**src/hw/aclk_defs.svh**
```systemverilog
// Register map, reset values, keys and field positions of the clock control block
`ifndef ACLK_DEFS_SVH
`define ACLK_DEFS_SVH
`define ACLK_OFS_DIV      16'h0408
`define ACLK_OFS_GATE     16'h0410
`define ACLK_OFS_SEL      16'h0414
`define ACLK_OFS_DIVKEY   16'h0420
`define ACLK_OFS_OSCILLATOR_UNLOCK_KEY   16'h0a0c
`define ACLK_OFS_OSCILLATOR_CONTROL   16'h0a10
`define ACLK_OFS_RSTKEY   16'h0a5c
`define ACLK_OFS_LOSC     16'h0a6c
`define ACLK_OFS_CHOP     16'h0a70
`define ACLK_OFS_HSOSC    16'h20bc
`define ACLK_OFS_LPKEY    16'h210c
`define ACLK_OFS_LPSEL    16'h2110
`define ACLK_OFS_LPCON    16'h2114
`define ACLK_RST_DIV      16'h0441
`define ACLK_RST_GATE     16'h01c0
`define ACLK_RST_OSCILLATOR_CONTROL   16'h0003
`define ACLK_RST_LOSC     16'h0088
`define ACLK_RST_CHOP     16'h0004
`define ACLK_RST_HSOSC    16'h0034
`define ACLK_RST_LPCON    32'h0000_0102
`define ACLK_KEY_LP       20'hc59d6
`define ACLK_KEY_DIV      16'ha815
`define ACLK_LPSEL_MASK   32'h0000_0001
`define ACLK_LPCON_MASK   32'h0000_01ff
`define ACLK_LPKEY_MASK   32'h000f_ffff
`define ACLK_SEL_MASK     16'h000f
`define ACLK_CHOP_MASK    16'h0007
`define ACLK_DIV_MSB      5
`define ACLK_DIV_MAX      6'h20
`define ACLK_DIV_ONE      6'h01
`define ACLK_SYSSEL_LSB   0
`define ACLK_ADCSEL_LSB   2
`define ACLK_SLOW_BIT     0
`define ACLK_LDO_PD_BIT   8
`define ACLK_CMBUF_BIT    7
`define ACLK_REFBUF_BIT   6
`define ACLK_REPEAT_BIT   3
`define ACLK_CONV_BIT     2
`define ACLK_REF_PD_BIT   1
`define ACLK_OSC_PD_BIT   0
`define ACLK_TIMER_DIS_BIT 1
`endif

```
**src/hw/aclk_pkg.sv**
```systemverilog
// Types shared by the clock control block
package aclk_pkg;
  typedef enum logic [1:0] {SRC_FAST, SRC_XTAL, SRC_SLOW, SRC_EXT} aclk_src_type;

  typedef struct packed {
    logic regulator_pd;
    logic cm_buf_en;
    logic ref_buf_en;
    logic repeat_en;
    logic conv_en;
    logic ref_pd;
    logic fast_osc_pd;
  } aclk_power_type;

  typedef struct packed {
    logic [15:0]  div_reg;
    logic [15:0]  gate_reg;
    logic [15:0]  sel_reg;
    logic [15:0]  oscillator_unlock_key_reg;
    logic [15:0]  oscillator_control_reg;
    logic [15:0]  losc_reg;
    logic [15:0]  chop_reg;
    logic [15:0]  hsosc_reg;
    logic [31:0]  lpsel_reg;
    logic [31:0]  lpcon_reg;
    logic [19:0]  lpkey_reg;
    logic         div_armed;
    logic [3:0]   sync1;
    logic [3:0]   sync2;
    logic [3:0]   sync3;
    aclk_src_type act_src;
    logic [5:0]   act_div;
    logic [5:0]   cnt;
    logic         sys_en;
    logic         adc_en;
    logic         timer_en;
    logic         ack;
    logic [31:0]  rdata;
  } aclk_state_type;
endpackage : aclk_pkg

```
**src/hw/aclk_ctrl.sv**
```systemverilog
// Clock source selection, system divider and low-power control registers
// Function
// RQ1 - Slow system clock switch set moves system clock to 32 kHz; clear returns to 16 MHz.
// RQ2 - Low-power select and configuration registers take writes only while key unlocked.
// RQ3 - Key value 0xC59D6 unlocks low-power registers; any other value relocks them.
// RQ4 - Configuration bit 8 powers down the analog regulator; resets to one.
// RQ5 - Bit 7 enables common-mode buffer, bit 6 reference buffer; both reset zero.
// RQ6 - Bit 2 enables conversions, bit 3 repeated conversions; both reset zero.
// RQ7 - Bit 1 powers down the fast reference; resets to one.
// RQ8 - Bit 0 powers down the fast oscillator; resets to zero.
// RQ9 - Sleep and wake-up timer runs from the 32 kHz internal oscillator.
// RQ10 - Software uses 32 MHz oscillator setting only for wide-band measurements.
// RQ11 - With 32 MHz root, software programs divider two for 16 MHz logic.
// RQ12 - ADC clock bypasses the system divider.
// RQ13 - External clock on a general pin is an alternative root source.
// RQ14 - After reset the fast internal oscillator drives the system clock.
// RQ15 - Divider register accepts an update only after key 0xA815 is written.
// RQ16 - System clock is root divided by field; 0 and 1 give one, above 32 saturate.
// RQ17 - Software leaves upper divider bits alone; they reset to 0x11.
// RQ18 - Software keeps system clock at 16 MHz for validated performance.
// RQ19 - Source and divider changes are glitch-free, taking effect at period boundary; code switches the ADC source (select bits 3:2) at once.
`timescale 1ns/100ps
`include "aclk_defs.svh"

module aclk_ctrl
  import aclk_pkg::*;
(
  // Clock and reset
  input  wire logic           mclk,
  input  wire logic           reset,
  // Wishbone slave
  input  wire logic           wb_cyc_i,
  input  wire logic           wb_stb_i,
  input  wire logic           wb_we_i,
  input  wire logic [15:0]    wb_adr_i,
  input  wire logic [3:0]     wb_sel_i,
  input  wire logic [31:0]    wb_dat_i,
  output logic      [31:0]    wb_dat_o,
  output logic                wb_ack_o,
  // Oscillator and clock pins
  input  wire logic           fast_osc_clk,
  input  wire logic           xtal_clk,
  input  wire logic           slow_osc_clk,
  input  wire logic           ext_clk_pin,
  // Clock enables out
  output logic                sys_clk_en,
  output logic                adc_clk_en,
  output logic                timer_clk_en,
  // Analog control
  output aclk_power_type      power_ctrl,
  output logic [15:0]         gate_ctrl,
  output logic [15:0]         osc_ctrl,
  output logic [15:0]         fast_osc_cfg,
  output logic [15:0]         slow_osc_trim
);

  //////////////////////////////////////////////////////////////////////////////
  // Helpers

  function automatic logic [31:0] merge_bytes(input logic [31:0] old_val,
                                              input logic [31:0] new_val,
                                              input logic [3:0]  sel);
    logic [31:0] res;
    res = old_val;
    for (int i = 0; i < 4; i++) begin
      if (sel[i]) begin
        res[i*8 +: 8] = new_val[i*8 +: 8];
      end
    end
    return res;
  endfunction : merge_bytes

  function automatic logic [5:0] eff_div(input logic [15:0] div_val);
    logic [5:0] res;
    res = div_val[`ACLK_DIV_MSB:0];
    if (res < `ACLK_DIV_ONE) begin
      res = `ACLK_DIV_ONE; // RQ16
    end else if (res > `ACLK_DIV_MAX) begin
      res = `ACLK_DIV_MAX; // RQ16
    end
    return res;
  endfunction : eff_div

  //////////////////////////////////////////////////////////////////////////////
  // State

  aclk_state_type state_reg;
  aclk_state_type state_next;
  logic [3:0]     src_edge;
  logic           bus_req;
  logic           wr_req;
  logic           lp_open;
  logic [31:0]    wmerge;
  aclk_src_type   want_src;
  aclk_src_type   adc_src;
  logic [5:0]     cnt_inc;

  assign src_edge = state_reg.sync2 & ~state_reg.sync3;
  assign bus_req  = wb_cyc_i & wb_stb_i & ~state_reg.ack;
  assign wr_req   = bus_req & wb_we_i;
  assign lp_open  = (state_reg.lpkey_reg == `ACLK_KEY_LP); // RQ3

  always_comb begin
    state_next = state_reg;
    wmerge     = merge_bytes(32'h0000_0000, wb_dat_i, wb_sel_i);
    cnt_inc    = state_reg.cnt + 6'h01;

    // Pin synchronisers, edge taken between second and third stage
    state_next.sync1 = {ext_clk_pin, slow_osc_clk, xtal_clk, fast_osc_clk}; // RQ13
    state_next.sync2 = state_reg.sync1;
    state_next.sync3 = state_reg.sync2;

    ////////////////////////////////////////////////////////////////////////////
    // System source and divider, switched only at the end of a system period; ADC source switched at once
    if (state_reg.lpsel_reg[`ACLK_SLOW_BIT]) begin
      want_src = SRC_SLOW; // RQ1
    end else begin
      want_src = aclk_src_type'(state_reg.sel_reg[`ACLK_SYSSEL_LSB +: 2]); // RQ1
    end
    adc_src = aclk_src_type'(state_reg.sel_reg[`ACLK_ADCSEL_LSB +: 2]);

    state_next.sys_en = 1'b0;
    if (src_edge[state_reg.act_src]) begin
      if (cnt_inc >= state_reg.act_div) begin
        state_next.sys_en  = 1'b1; // RQ16
        state_next.cnt     = 6'h00;
        state_next.act_src = want_src; // RQ19
        state_next.act_div = eff_div(state_reg.div_reg); // RQ19
      end else begin
        state_next.cnt = cnt_inc;
      end
    end
    state_next.adc_en   = src_edge[adc_src]; // RQ12
    state_next.timer_en = src_edge[SRC_SLOW] &
                          ~state_reg.chop_reg[`ACLK_TIMER_DIS_BIT]; // RQ9

    ////////////////////////////////////////////////////////////////////////////
    // Wishbone slave: one-cycle registered acknowledge
    state_next.ack   = bus_req;
    state_next.rdata = 32'h0000_0000;
    if (bus_req && !wb_we_i) begin
      if (wb_adr_i == `ACLK_OFS_DIV) begin
        state_next.rdata = {16'h0000, state_reg.div_reg};
      end else if (wb_adr_i == `ACLK_OFS_GATE) begin
        state_next.rdata = {16'h0000, state_reg.gate_reg};
      end else if (wb_adr_i == `ACLK_OFS_SEL) begin
        state_next.rdata = {16'h0000, state_reg.sel_reg};
      end else if (wb_adr_i == `ACLK_OFS_OSCILLATOR_UNLOCK_KEY) begin
        state_next.rdata = {16'h0000, state_reg.oscillator_unlock_key_reg};
      end else if (wb_adr_i == `ACLK_OFS_OSCILLATOR_CONTROL) begin
        state_next.rdata = {16'h0000, state_reg.oscillator_control_reg};
      end else if (wb_adr_i == `ACLK_OFS_LOSC) begin
        state_next.rdata = {16'h0000, state_reg.losc_reg};
      end else if (wb_adr_i == `ACLK_OFS_CHOP) begin
        state_next.rdata = {16'h0000, state_reg.chop_reg};
      end else if (wb_adr_i == `ACLK_OFS_HSOSC) begin
        state_next.rdata = {16'h0000, state_reg.hsosc_reg};
      end else if (wb_adr_i == `ACLK_OFS_LPKEY) begin
        state_next.rdata = {12'h000, state_reg.lpkey_reg};
      end else if (wb_adr_i == `ACLK_OFS_LPSEL) begin
        state_next.rdata = state_reg.lpsel_reg;
      end else if (wb_adr_i == `ACLK_OFS_LPCON) begin
        state_next.rdata = state_reg.lpcon_reg;
      end else begin
        state_next.rdata = 32'h0000_0000;
      end
    end

    if (wr_req) begin
      if (wb_adr_i == `ACLK_OFS_DIVKEY) begin
        state_next.div_armed = (wmerge[15:0] == `ACLK_KEY_DIV); // RQ15
      end else if (wb_adr_i == `ACLK_OFS_DIV) begin
        if (state_reg.div_armed) begin
          state_next.div_reg =
            16'(merge_bytes({16'h0000, state_reg.div_reg}, wb_dat_i, wb_sel_i)); // RQ15
        end
        state_next.div_armed = 1'b0; // RQ15
      end else if (wb_adr_i == `ACLK_OFS_GATE) begin
        state_next.gate_reg =
          16'(merge_bytes({16'h0000, state_reg.gate_reg}, wb_dat_i, wb_sel_i));
      end else if (wb_adr_i == `ACLK_OFS_SEL) begin
        state_next.sel_reg =
          16'(merge_bytes({16'h0000, state_reg.sel_reg}, wb_dat_i, wb_sel_i))
          & `ACLK_SEL_MASK;
      end else if (wb_adr_i == `ACLK_OFS_OSCILLATOR_UNLOCK_KEY) begin
        state_next.oscillator_unlock_key_reg =
          16'(merge_bytes({16'h0000, state_reg.oscillator_unlock_key_reg}, wb_dat_i, wb_sel_i));
      end else if (wb_adr_i == `ACLK_OFS_OSCILLATOR_CONTROL) begin
        state_next.oscillator_control_reg =
          16'(merge_bytes({16'h0000, state_reg.oscillator_control_reg}, wb_dat_i, wb_sel_i));
      end else if (wb_adr_i == `ACLK_OFS_LOSC) begin
        state_next.losc_reg =
          16'(merge_bytes({16'h0000, state_reg.losc_reg}, wb_dat_i, wb_sel_i));
      end else if (wb_adr_i == `ACLK_OFS_CHOP) begin
        state_next.chop_reg =
          16'(merge_bytes({16'h0000, state_reg.chop_reg}, wb_dat_i, wb_sel_i))
          & `ACLK_CHOP_MASK;
      end else if (wb_adr_i == `ACLK_OFS_HSOSC) begin
        state_next.hsosc_reg =
          16'(merge_bytes({16'h0000, state_reg.hsosc_reg}, wb_dat_i, wb_sel_i));
      end else if (wb_adr_i == `ACLK_OFS_LPKEY) begin
        state_next.lpkey_reg =
          20'(merge_bytes({12'h000, state_reg.lpkey_reg}, wb_dat_i, wb_sel_i)); // RQ3
      end else if (wb_adr_i == `ACLK_OFS_LPSEL) begin
        if (lp_open) begin
          state_next.lpsel_reg = merge_bytes(state_reg.lpsel_reg, wb_dat_i, wb_sel_i)
                                 & `ACLK_LPSEL_MASK; // RQ2
        end
      end else if (wb_adr_i == `ACLK_OFS_LPCON) begin
        if (lp_open) begin
          state_next.lpcon_reg = merge_bytes(state_reg.lpcon_reg, wb_dat_i, wb_sel_i)
                                 & `ACLK_LPCON_MASK; // RQ2
        end
      end
    end
  end

  //////////////////////////////////////////////////////////////////////////////
  // Registers

  always_ff @(posedge mclk) begin
    if (reset) begin
      state_reg            <= '0;
      state_reg.div_reg    <= `ACLK_RST_DIV; // RQ17
      state_reg.gate_reg   <= `ACLK_RST_GATE;
      state_reg.oscillator_control_reg <= `ACLK_RST_OSCILLATOR_CONTROL;
      state_reg.losc_reg   <= `ACLK_RST_LOSC;
      state_reg.chop_reg   <= `ACLK_RST_CHOP;
      state_reg.hsosc_reg  <= `ACLK_RST_HSOSC;
      state_reg.lpcon_reg  <= `ACLK_RST_LPCON; // RQ4 RQ5 RQ6 RQ7 RQ8
      state_reg.act_src    <= SRC_FAST; // RQ14
      state_reg.act_div    <= `ACLK_DIV_ONE;
      // Chains start high, so a pin already high gives no false edge
      state_reg.sync1      <= '1;
      state_reg.sync2      <= '1;
      state_reg.sync3      <= '1;
    end else begin
      state_reg <= state_next;
    end
  end

  //////////////////////////////////////////////////////////////////////////////
  // Outputs

  assign wb_ack_o     = state_reg.ack;
  assign wb_dat_o     = state_reg.rdata;
  assign sys_clk_en   = state_reg.sys_en;
  assign adc_clk_en   = state_reg.adc_en;
  assign timer_clk_en = state_reg.timer_en;
  assign gate_ctrl    = state_reg.gate_reg;
  assign osc_ctrl     = state_reg.oscillator_control_reg;
  assign fast_osc_cfg = state_reg.hsosc_reg;
  assign slow_osc_trim = state_reg.losc_reg;

  assign power_ctrl.regulator_pd = state_reg.lpcon_reg[`ACLK_LDO_PD_BIT]; // RQ4
  assign power_ctrl.cm_buf_en    = state_reg.lpcon_reg[`ACLK_CMBUF_BIT]; // RQ5
  assign power_ctrl.ref_buf_en   = state_reg.lpcon_reg[`ACLK_REFBUF_BIT]; // RQ5
  assign power_ctrl.repeat_en    = state_reg.lpcon_reg[`ACLK_REPEAT_BIT]; // RQ6
  assign power_ctrl.conv_en      = state_reg.lpcon_reg[`ACLK_CONV_BIT]; // RQ6
  assign power_ctrl.ref_pd       = state_reg.lpcon_reg[`ACLK_REF_PD_BIT]; // RQ7
  assign power_ctrl.fast_osc_pd  = state_reg.lpcon_reg[`ACLK_OSC_PD_BIT]; // RQ8

endmodule : aclk_ctrl

```
**config.mk**
```make
export PLATFORM = sky130hd
export DESIGN_NAME = aclk_ctrl
export DESIGN_NICKNAME = d
export VERILOG_FILES = /design/src/hw/aclk_pkg.sv /design/src/hw/aclk_ctrl.sv
export VERILOG_INCLUDE_DIRS = /design/src /design/src/hw
export SDC_FILE = /design/constraint.sdc
export NUM_CORES = 1
export LEC_CHECK = 0
export ABC_AREA = 1
export BUFFER_PORTS_ARGS = -buffer_cell sky130_fd_sc_hd__buf_2
export CAP_MARGIN = 30
export CORE_ASPECT_RATIO = 0.7
export CORE_MARGIN = 3
export CORE_UTILIZATION = 46
export CTS_BUF_LIST = sky130_fd_sc_hd__clkbuf_8 sky130_fd_sc_hd__clkbuf_16
export DETAILED_ROUTE_END_ITERATION = 10
export PLACE_DENSITY = 0.73
export SLEW_MARGIN = 10
export SYNTH_ARGS = -nofsm -noshare
export SYNTH_HDL_FRONTEND = slang
export SYNTH_SLANG_ARGS = --single-unit
```
**constraint.sdc**
```tcl
create_clock -name mclk -period 5.6 [get_ports mclk]
set_clock_uncertainty 0.2 [all_clocks]
set_input_delay 1.12 -clock mclk [delete_from_list [all_inputs] [get_ports mclk]]
set_output_delay 1.12 -clock mclk [all_outputs]
set_load 0.01 [all_outputs]
```
==> results of run 1 <==
worst max-delay path by stage:
stage / from / endpoint / slack [ns] / cells past startpoint
finish: wb_adr_i[10] / fast_osc_cfg[10] / 2.41 / 8
detailed placement: wb_adr_i[15] / gate_ctrl[4] / 1.99 / 12
global route: wb_adr_i[1] / fast_osc_cfg[10] / 2.05 / 8
CTS: wb_adr_i[10] / fast_osc_cfg[10] / 2.44 / 8
floorplan: wb_adr_i[15] / state_reg[88] / 3.01 / 11
global placement: wb_adr_i[8] / gate_ctrl[5] / 2.03 / 12
metrics by stage:
step           cells  utilization  cell area (um2)  hold WS (ns)  power, uW
6_report        1448        0.518             9550         0.208       2670
3_5_place_dp    1415        0.485             8920         0.192       1460
3_3_place_gp    1415        0.485             8920         0.190       1460
4_1_cts         1447        0.517             9520         0.209       2670
2_1_floorplan   1182            -             8890         0.189       1420
5_1_grt         1448        0.518             9550         0.234       2740
per-layer routing:
layer | wire length, um | part of all wire
met5 | 0 | 0
met4 | 384 | 0.016
met3 | 2230 | 0.092
met2 | 10600 | 0.44
met1 | 11000 | 0.45
cell type report:
cell class	count	area share
clock inverters	13	0.0151
inverters	121	0.0477
well taps	236	0.0309
repair buffers	148	0.0812
flip-flops and latches	184	0.386
clock buffers	19	0.0474
multi-input cells	727	0.392
cells by family after synthesis:
logic type	count (synthesis)
adder cells (fa/ha/maj)	7
other	1
buffers and inverters	271
AND/OR/NAND/NOR	344
flip-flops	184
XOR/XNOR	5
AO/OA/AOI/OAI	359
power by group through the flow:
| stage | sequential, uW | combinational (uW) | clock [uW] |
|---|---|---|---|
| 2_1_floorplan | 1350 | 74.3 | 0 |
| 3_3_place_gp | 1350 | 117 | 0 |
| 3_5_place_dp | 1350 | 118 | 0 |
| 4_1_cts | 1320 | 119 | 1240 |
| 5_1_grt | 1320 | 133 | 1290 |
| 6_report | 1320 | 121 | 1230 |
cells in the final DEF (no fill, tap or decap), types with 4 or more instances in the layout:
cell type / instances
a211oi_1: 10
a21oi_1: 148
a221oi_1: 12
buf_2: 142
buf_4: 5
clkbuf_16: 17
conb_1: 12
dfxtp_1: 184
ha_1: 7
inv_1: 113
inv_2: 8
inv_6: 4
nand2_1: 120
nand2_2: 19
nand3_1: 33
nand4_1: 10
nor2_1: 109
nor2_2: 8
nor2_4: 9
nor3_1: 9
nor4_1: 8
o211ai_1: 21
o21ai_0: 148
o21ai_1: 16
or2_2: 10
xor2_1: 5
==> qor.txt, run 1 <==
Setup WS pre-CTS: 1.99 ns
Fmax: 0.313 GHz
Yosys reg bits: 184
Largest family of logic cells by synthesized area: compound AO/OA/AOI/OAI gates
Die height: 122 um
Area Overhead vs Synth: 7.92%
Hold EP: state_next[52]
Initial DRC count: 800
Total Die Area: 21000 um2
Chip width: 172 um
Setup TNS: 0 ns
CTS tree: built
Largest net degree at the start of global routing: 59
Clk slew on worst S/H paths: 0.07 ns
H-tree depth: 4
EDFF count, synth: 0
Synth top area cells: dfxtp_1 (42%), buf_4 (9.2%), a21oi_1 (8.4%), o21ai_0 (8.4%), nand2_1 (5.1%)
Final WS setup: 2.41 ns
Post-CTS Resized: 0
Fill count: 1759
Cell with the most instances after synthesis: dfxtp_1
Mux cell area share after synthesis: 0
Sequential fraction of design power: 0.494
First-pass GRT wire length: 37500 um
Critical Path Max Stage Delay: 0.93 ns
Remaining routing DRC violations: 0
Sw Ratio: 0.237
Top-area cell type share of the netlist area: 0.416
Final Hold Viols: 0
GRT Total Usage: 0.230
Initial antenna violation count: 0
Post-Synth Adder-Cell Area: 0.00990
Pleak: 0.00409 uW
Psw: 631 uW
Critical path fanouts, max: 35
Pint: 2040 uW
Reg-to-reg endpoint: state_reg[48]
Asr flop ratio synth: 0
IO Pins: 168
Worst path bufs/invs: 1
Flop2flop setup slack: 2.92 ns
CP Launch Type: input port
Worst min-delay path class: reg -> reg
Synth warn: 0
Max Slew Vio Count: 0
Post CTS Setup Buffer Count: 0
Worst hold start: state_next[56]
FF/Latch Area: 3680 um2
Most frequent CP cell: nor2_1
Period utilization: 0.570
FP Rows: 41
VDD IR max: 0.000162 V
RSZ-0062 raised after global routing: false
Max_cap viols: 0
Clk Latency, worst-skew pair: 0.44 ns
Crit path capture type: flip-flop
Placer Congestion: 0.953
WP data arrival: 3.36 ns
Relative slew slack: 0.380
Synth area leader: dfxtp_1
Worst path slowest cell: nor2_1
Slew @ Worst Pin: 0.927 ns
Via density: 5.38
Multi-input gate area: 3740 um2
Cts bufs inserted: 17
Cell Chain, Critical Path: buf_2, nor2_1, nand2_1, nor2_1, nand3_2, nor2_1, o21ai_0, a21oi_1
Post-CTS Hold Buffers: 0
Total Nets Final: 1267
Clk pwr share: 0.461
Tmin final: 3.19 ns
Post-synthesis cell area: 8850 um2
Worst path top cell family by delay: simple AND/OR/NAND/NOR gates
Status: finished, final reports clean
HPWL after DPL: 17700 um
WS Path Type: in -> reg
Worst r2r src: state_reg[36]
Met1 usage: 0.328
GRT met3 Usage: 0.0529
Clock sinks: 184
Vias: 7784
Drt total wl: 24200 um
Routing usage on met2: 0.350
Simple-gate share of the synthesized area: 0.185
Hold depth: 1
Cells after synthesis: 1171
Vias in the first global route: 6914
Layout cell share with drive strength beyond 1: 0.200
CTS root buffer: clkbuf_16
Comb power frac: 0.045
Synth cell types: 39
Port Buffer Count: 142
Max Buffers Root-to-Sink: 2
Core ar.: 18400 um2
Gr busiest metal: met2
Grt ovf: 0
Drt first pass iters: 5
Post-synthesis xor/xnor area fraction: 0.00495
Setup violators final: 0
Initial Util: 0.480
Power per standard cell area: 279 nW/um2
Main synth FF type: dfxtp_1
WL/cell: 16.7 um
Syn avg cell area: 7.56 um2
Path depth of the worst reg2reg path: 11
ANT nets after route: 0
Max reg flops: 79
Register area share after synthesis: 0.416
Area fraction in compound gates after synthesis: 0.218
Req. time, crit path: 5.77 ns
Top cells by instance count after synthesis: dfxtp_1 (184), a21oi_1 (148), o21ai_0 (148), nand2_1 (120), inv_1 (112)
Antenna Cells: 0
Note: power is estimated with default switching activity, not from simulation.
==> run 2: changes to the inputs <==
==> constraint.sdc (replaced) <==
create_clock -name mclk -period 3.1 [get_ports mclk]
set_clock_uncertainty 0.2 [all_clocks]
set_input_delay 0.62 -clock mclk [delete_from_list [all_inputs] [get_ports mclk]]
set_output_delay 0.62 -clock mclk [all_outputs]
set_load 0.01 [all_outputs]
==> qor.txt, run 2 (synthesis gave the netlist of run 1 again) <==
Status: finished, final reports clean
First-pass GRT wire length: 37400 um (-0.22%)
Port Buffer Count: 142 (unchanged)
Initial DRC count: 740 (-7.5%)
Critical path fanouts, max: 12 (-66%)
ANT nets after route: 0 (unchanged)
Crit path capture type: flip-flop
Final Hold Viols: 0 (unchanged)
Drt first pass iters: 6 (+1)
Max Buffers Root-to-Sink: 2 (unchanged)
H-tree depth: 4 (unchanged)
Sequential fraction of design power: 0.501 (+0.007)
Comb power frac: 0.046 (about the same)
Max Slew Vio Count: 0 (unchanged)
Max reg flops: 79 (unchanged)
Max_cap viols: 0 (unchanged)
Layout cell share with drive strength beyond 1: 0.210 (+0.0101)
GRT Total Usage: 0.230 (-0.000365)
WS Path Type: reg -> reg
FP Rows: 41 (unchanged)
HPWL after DPL: 17900 um (+1.5%)
Psw: 1160 uW (+84%)
Pint: 3580 uW (+76%)
Post-CTS Hold Buffers: 0 (unchanged)
Total power: 4750 uW (+78%)
Clk slew on worst S/H paths: 0.07 ns (about the same)
Setup violators final: 0 (unchanged)
Area Overhead vs Synth: 8.70%
Total Nets Final: 1280 (+1.0%)
Core ar.: 18400 um2 (unchanged)
VDD IR max: 0.000345 V (+110%)
Largest net degree at the start of global routing: 60 (+1.7%)
Total Die Area: 21000 um2 (unchanged)
RSZ-0062 raised after global routing: false
Remaining routing DRC violations: 0 (unchanged)
Most frequent CP cell: nand2_1
Cts bufs inserted: 17 (unchanged)
Period utilization: 0.846
Fmax: 0.381 GHz
IO Pins: 168 (unchanged)
Vias in the first global route: 7028 (+1.6%)
Post-CTS Resized: 0 (unchanged)
Power per standard cell area: 494 nW/um2 (+77%)
Pleak: 0.00413 uW (+1.0%)
Worst path bufs/invs: 1 (unchanged)
CTS root buffer: clkbuf_16
Commonest non-fill, non-tap cell in the layout: dfxtp_1
Antenna Cells: 0 (unchanged)
Commonest non-fill, non-tap cells in the layout: dfxtp_1 (184), o21ai_0 (148), a21oi_1 (148)
Slew @ Worst Pin: 0.559 ns (-0.367 ns)
Fill count: 1758 (-0.057%)
Vias: 7899 (+1.5%)
CP Launch Type: flip-flop
Clk pwr share: 0.453 (-0.008)
Post CTS Setup Buffer Count: 0 (unchanged)
Clock sinks: 184 (unchanged)
Tmin final: 2.62 ns
Clk Latency, worst-skew pair: 0.44 ns (about the same)
CTS tree: built
Worst min-delay path class: in -> reg
Initial antenna violation count: 0 (unchanged)
Cell Chain, Critical Path: nand3_1, nor3_1, xor2_1, ha_1, nand2_1, inv_1, o211ai_1, o2111ai_1, nand2_1, nand2_1, o21ai_0
Placer Congestion: 0.957 (+0.36%)
Chip width: 172 um (unchanged)
Via density: 5.41 (+0.57%)
Worst path slowest cell: dfxtp_1
Critical Path Max Stage Delay: 0.41 ns (-0.52 ns)
Drt total wl: 24000 um (-0.70%)
Req. time, crit path: 3.26 ns (-2.51 ns)
WL/cell: 16.4 um (-1.6%)
Grt ovf: 0 (unchanged)
Worst path top cell family by delay: simple AND/OR/NAND/NOR gates
Setup WS pre-CTS: 0.381 ns (-1.61 ns)
Setup TNS: 0 ns (unchanged)
Sw Ratio: 0.245 (+0.00838)
Initial Util: 0.480 (unchanged)
WP data arrival: 2.78 ns (-0.58 ns)
Relative slew slack: 0.627 (+0.247)
Die height: 122 um (unchanged)
Final WS setup: 0.478 ns (-1.93 ns)
[run 2: cell count changes in the layout (fill, tap and decap cells not counted), sizes merged]
cell      change
buf          +13
bufinv        -1
clkbuf        -1
clkinv        +2
clkinvlp      +1
inv           -1
[run 2: per-layer routing]
| layer | track usage | routed length (um) |
|---|---|---|
| met5 | 0 | 0 |
| met3 | 0.0587 | 2410 |
| met2 | 0.343 | 10300 |
| met1 | 0.333 | 10900 |
| met4 | 0.0553 | 385 |
[run 2: per-stage QoR]
step | hold WS (ns) | cell area, um2 | cells | utilization
after CTS | 0.147 | 9620 | 1461 | 0.522
final | 0.156 | 9620 | 1461 | 0.522
after global placement | 0.192 | 9040 | 1429 | 0.491
after floorplan | 0.189 | 8890 | 1182 | -
after detailed placement | 0.196 | 9040 | 1429 | 0.491
after global routing | 0.141 | 9620 | 1461 | 0.522
[run 2: power by group through the flow]
stage                     Clock (uW)  Combinational, uW  Sequential (uW)
after floorplan                    0                134             2430
after global placement             0                214             2430
after detailed placement           0                216             2430
after CTS                       2160                217             2380
after global routing            2270                245             2380
final                           2150                220             2380
[run 2: final timing paths]
| check | from | end | slack (ns) | depth (start not counted) |
|---|---|---|---|---|
| worst max-delay path | state_reg[36] | state_reg[43] | 0.48 | 11 |
| worst min-delay path | ext_clk_pin | state_next[57] | 0.16 | 2 |
| worst min register to register | state_next[57] | state_next[53] | 0.21 | 1 |
| worst max register to register | state_reg[36] | state_reg[43] | 0.48 | 11 |
[run 2: area by class of cell]
class | count | area (um2) | area share
repair buffers | 161 | 866 | 0.0900
well taps | 236 | 295 | 0.0307
clock buffers | 18 | 439 | 0.0457
flip-flops and latches | 184 | 3680 | 0.383
clock inverters | 14 | 136 | 0.0142
multi-input cells | 727 | 3740 | 0.389
inverters | 121 | 455 | 0.0474
==> run 3: changes to the inputs <==
--- a/config.mk
+++ b/config.mk
@@ -6,7 +6,7 @@
 export SDC_FILE = /design/constraint.sdc
 export NUM_CORES = 1
 export LEC_CHECK = 0
-export ABC_AREA = 1
+export ABC_AREA = 0
 export BUFFER_PORTS_ARGS = -buffer_cell sky130_fd_sc_hd__buf_2
 export CAP_MARGIN = 30
 export CORE_ASPECT_RATIO = 0.7
==> constraint.sdc (replaced) <==
create_clock -name mclk -period 2.6 [get_ports mclk]
set_clock_uncertainty 0.2 [all_clocks]
set_input_delay 0.52 -clock mclk [delete_from_list [all_inputs] [get_ports mclk]]
set_output_delay 0.52 -clock mclk [all_outputs]
set_load 0.01 [all_outputs]
==> qor.txt, run 3 <==
Status: finished, final reports clean
Routing usage on met2: 0.352 (+0.00871)
Top cells by instance count after synthesis: dfxtp_1 (184), buf_4 (103), nor2_1 (99), nand2_1 (89), a21oi_1 (73)
Pleak: 0.00407 uW (-1.4%)
Setup violators final: 0 (unchanged)
Commonest non-fill, non-tap cells in the layout: dfxtp_1 (184), buf_2 (141), nor2_1 (99)
Initial antenna violation count: 1 (+1)
Comb power frac: 0.051 (+0.005)
CTS tree: built
FP Rows: 42 (+2.4%)
Crit path capture type: flip-flop
Clk pwr share: 0.456 (+0.003)
Die height: 123 um (+0.75%)
Critical path fanouts, max: 9 (-3)
Gr busiest metal: met1
Final Hold Viols: 0 (unchanged)
WS Path Type: reg -> reg
Layout cell share with drive strength beyond 1: 0.266 (+0.0558)
Largest net degree at the start of global routing: 98 (+63%)
Sequential fraction of design power: 0.493 (-0.008)
Chip width: 173 um (+0.76%)
Simple-gate share of the synthesized area: 0.229 (+0.0442)
Port Buffer Count: 142 (unchanged)
Relative slew slack: 0.594 (-0.0327)
Via density: 5.76 (+6.5%)
Cells after synthesis: 1027 (-12%)
Max Slew Vio Count: 0 (unchanged)
Mux cell area share after synthesis: 0.0816 (+0.0816)
Syn avg cell area: 8.75 um2 (+16%)
Clock sinks: 184 (unchanged)
Sw Ratio: 0.242 (-0.00278)
Top-area cell type share of the netlist area: 0.410 (-0.00649)
Period utilization: 0.926 (+0.0799)
ANT nets after route: 0 (unchanged)
Max reg flops: 79 (unchanged)
Worst min-delay path class: in -> reg
Synth warn: 0 (unchanged)
Post-synthesis xor/xnor area fraction: 0.00975 (+0.00480)
HPWL after DPL: 20700 um (+15%)
Worst hold slack: 0.0649 ns (-0.0913 ns)
Psw: 1390 uW (+20%)
WL/cell: 20.3 um (+24%)
First-pass GRT wire length: 42700 um (+14%)
Area fraction in compound gates after synthesis: 0.135 (-0.0828)
Flop2flop setup slack: 0.19 ns (-0.28 ns)
CTS root buffer: clkbuf_16
Vias in the first global route: 7296 (+3.8%)
Total Die Area: 21300 um2 (+1.5%)
CP Launch Type: flip-flop
IO Pins: 168 (unchanged)
Power per standard cell area: 555 nW/um2 (+12%)
Synth area leader: dfxtp_1
Placer Congestion: 1.07 (+12%)
Asr flop ratio synth: 0 (unchanged)
Post-Synth Adder-Cell Area: 0.00975 (-0.000154)
Fmax: 0.416 GHz (+8.9%)
Initial Util: 0.472 (-0.00796)
Fill count: 1792 (+1.9%)
Yosys reg bits: 184 (unchanged)
Grt ovf: 0 (unchanged)
GRT met3 Usage: 0.0770 (+0.0183)
Remaining routing DRC violations: 0 (unchanged)
Max Buffers Root-to-Sink: 2 (unchanged)
Register area share after synthesis: 0.410 (-0.00649)
Total Nets Final: 1177 (-8.0%)
Main synth FF type: dfxtp_1
Clk slew on worst S/H paths: 0.07 ns (about the same)
Cell with the most instances after synthesis: dfxtp_1
Largest family of logic cells by synthesized area: simple AND/OR/NAND/NOR gates
Drt first pass iters: 6 (unchanged)
Core ar.: 19000 um2 (+3.3%)
WP data arrival: 2.56 ns (-0.22 ns)
H-tree depth: 4 (unchanged)
Post-CTS Hold Buffers: 0 (unchanged)
Pint: 4360 uW (+22%)
Clk Latency, worst-skew pair: 0.44 ns (about the same)
Tmin final: 2.41 ns (-0.215 ns)
Req. time, crit path: 2.75 ns (-0.51 ns)
Initial DRC count: 1063 (+44%)
Post-synthesis cell area: 8990 um2 (+1.6%)
Antenna Cells: 0 (unchanged)
Max_cap viols: 0 (unchanged)
GRT Total Usage: 0.261 (+0.0309)
VDD IR max: 0.000308 V (-11%)
Vias: 7984 (+1.1%)
Met1 usage: 0.399 (+0.0661)
Area Overhead vs Synth: 15.2%
Final core utilization: 0.544 (+0.0219)
Synth cell types: 69 (+77%)
EDFF count, synth: 0 (unchanged)
Synth top area cells: dfxtp_1 (41%), buf_4 (8.6%), mux2i_1 (7.9%), nor2_1 (4.1%), a21oi_1 (4.1%)
Drt total wl: 28100 um (+17%)
Slew @ Worst Pin: 0.609 ns (+0.0497 ns)
Commonest non-fill, non-tap cell in the layout: dfxtp_1
RSZ-0062 raised after global routing: false
Cts bufs inserted: 17 (unchanged)
run 3: cell types whose count changed in the layout (fill, tap and decap cells not counted), moves of 20 or more:
cell and delta:
inv_1 -100, buf_4 +50, o21ai_0 -132, mux2i_1 +71
o211ai_1 -21, nand3_1 +37, nand2_1 -31, a21oi_1 -75
a22oi_1 +20
run 3: worst paths after layout:
| check | start | cells after the start | endpoint |
|---|---|---|---|
| max | state_reg[37] | 10 | state_reg[44] |
| min | fast_osc_clk | 2 | state_next[54] |
| max reg2reg | state_reg[37] | 10 | state_reg[44] |
| min reg2reg | state_next[55] | 1 | state_next[51] |
run 3: per-stage QoR:
stage               TNS [ns]  setup WS (ns)  cell area (um2)  cells  total power, uW
global route               0         0.0170            10300   1386             5900
global placement       -1.15        -0.0885             9750   1354             3180
detailed placement     -1.84         -0.141             9750   1354             3180
finish                     0          0.193            10300   1386             5750
floorplan                  0          0.276             9030   1038             3050
CTS                        0          0.197            10300   1386             5770
run 3: layout make-up:
class	instances	area [um2]	area share
Timing Repair Buffer	221	1460	0.141
Sequential cell	184	3680	0.356
Tap cell	264	330	0.0319
Multi-Input combinational cell	675	4250	0.410
Clock buffer	17	425	0.0411
Inverter	10	37.5	0.00363
Clock inverter	15	169	0.0163
run 3: worst max-delay path, cell delays in order (launching register included):
cell	delay [ns]
dfxtp_1	0.36
ha_2	0.22
nand3_1	0.13
xnor2_1	0.15
ha_1	0.29
a21o_1	0.16
a21oi_1	0.18
o21a_1	0.19
nor2_1	0.07
buf_4	0.17
o31ai_1	0.19
run 3: cell families after synthesis:
kind of cell | after synthesis
and+or+nand+nor | 386
AOI/OAI and AO/OA | 187
DFF | 184
buffers and inverters | 179
muxes | 73
xor gates and xnor gates | 10
adders and majority gates | 7
other | 1
run 3: what timing repair did:
action                                  CTS  global route
gates resized for setup                   0             1
endpoints found under the setup margin    0             1
setup buffers                             0             0
run 3: metal layers:
layer,up-vias,part of all wire
li1,3663,-
met1,3811,0.47
met5,-,0.00046
met2,475,0.39
met4,2,0.014
met3,33,0.13
run 3: power by group through the flow:
stage,combinational [uW],clock (uW),sequential [uW]
after floorplan,154,0,2900
after global placement,281,0,2900
after detailed placement,283,0,2900
after CTS,284,2650,2830
after global routing,311,2760,2830
final,293,2620,2830
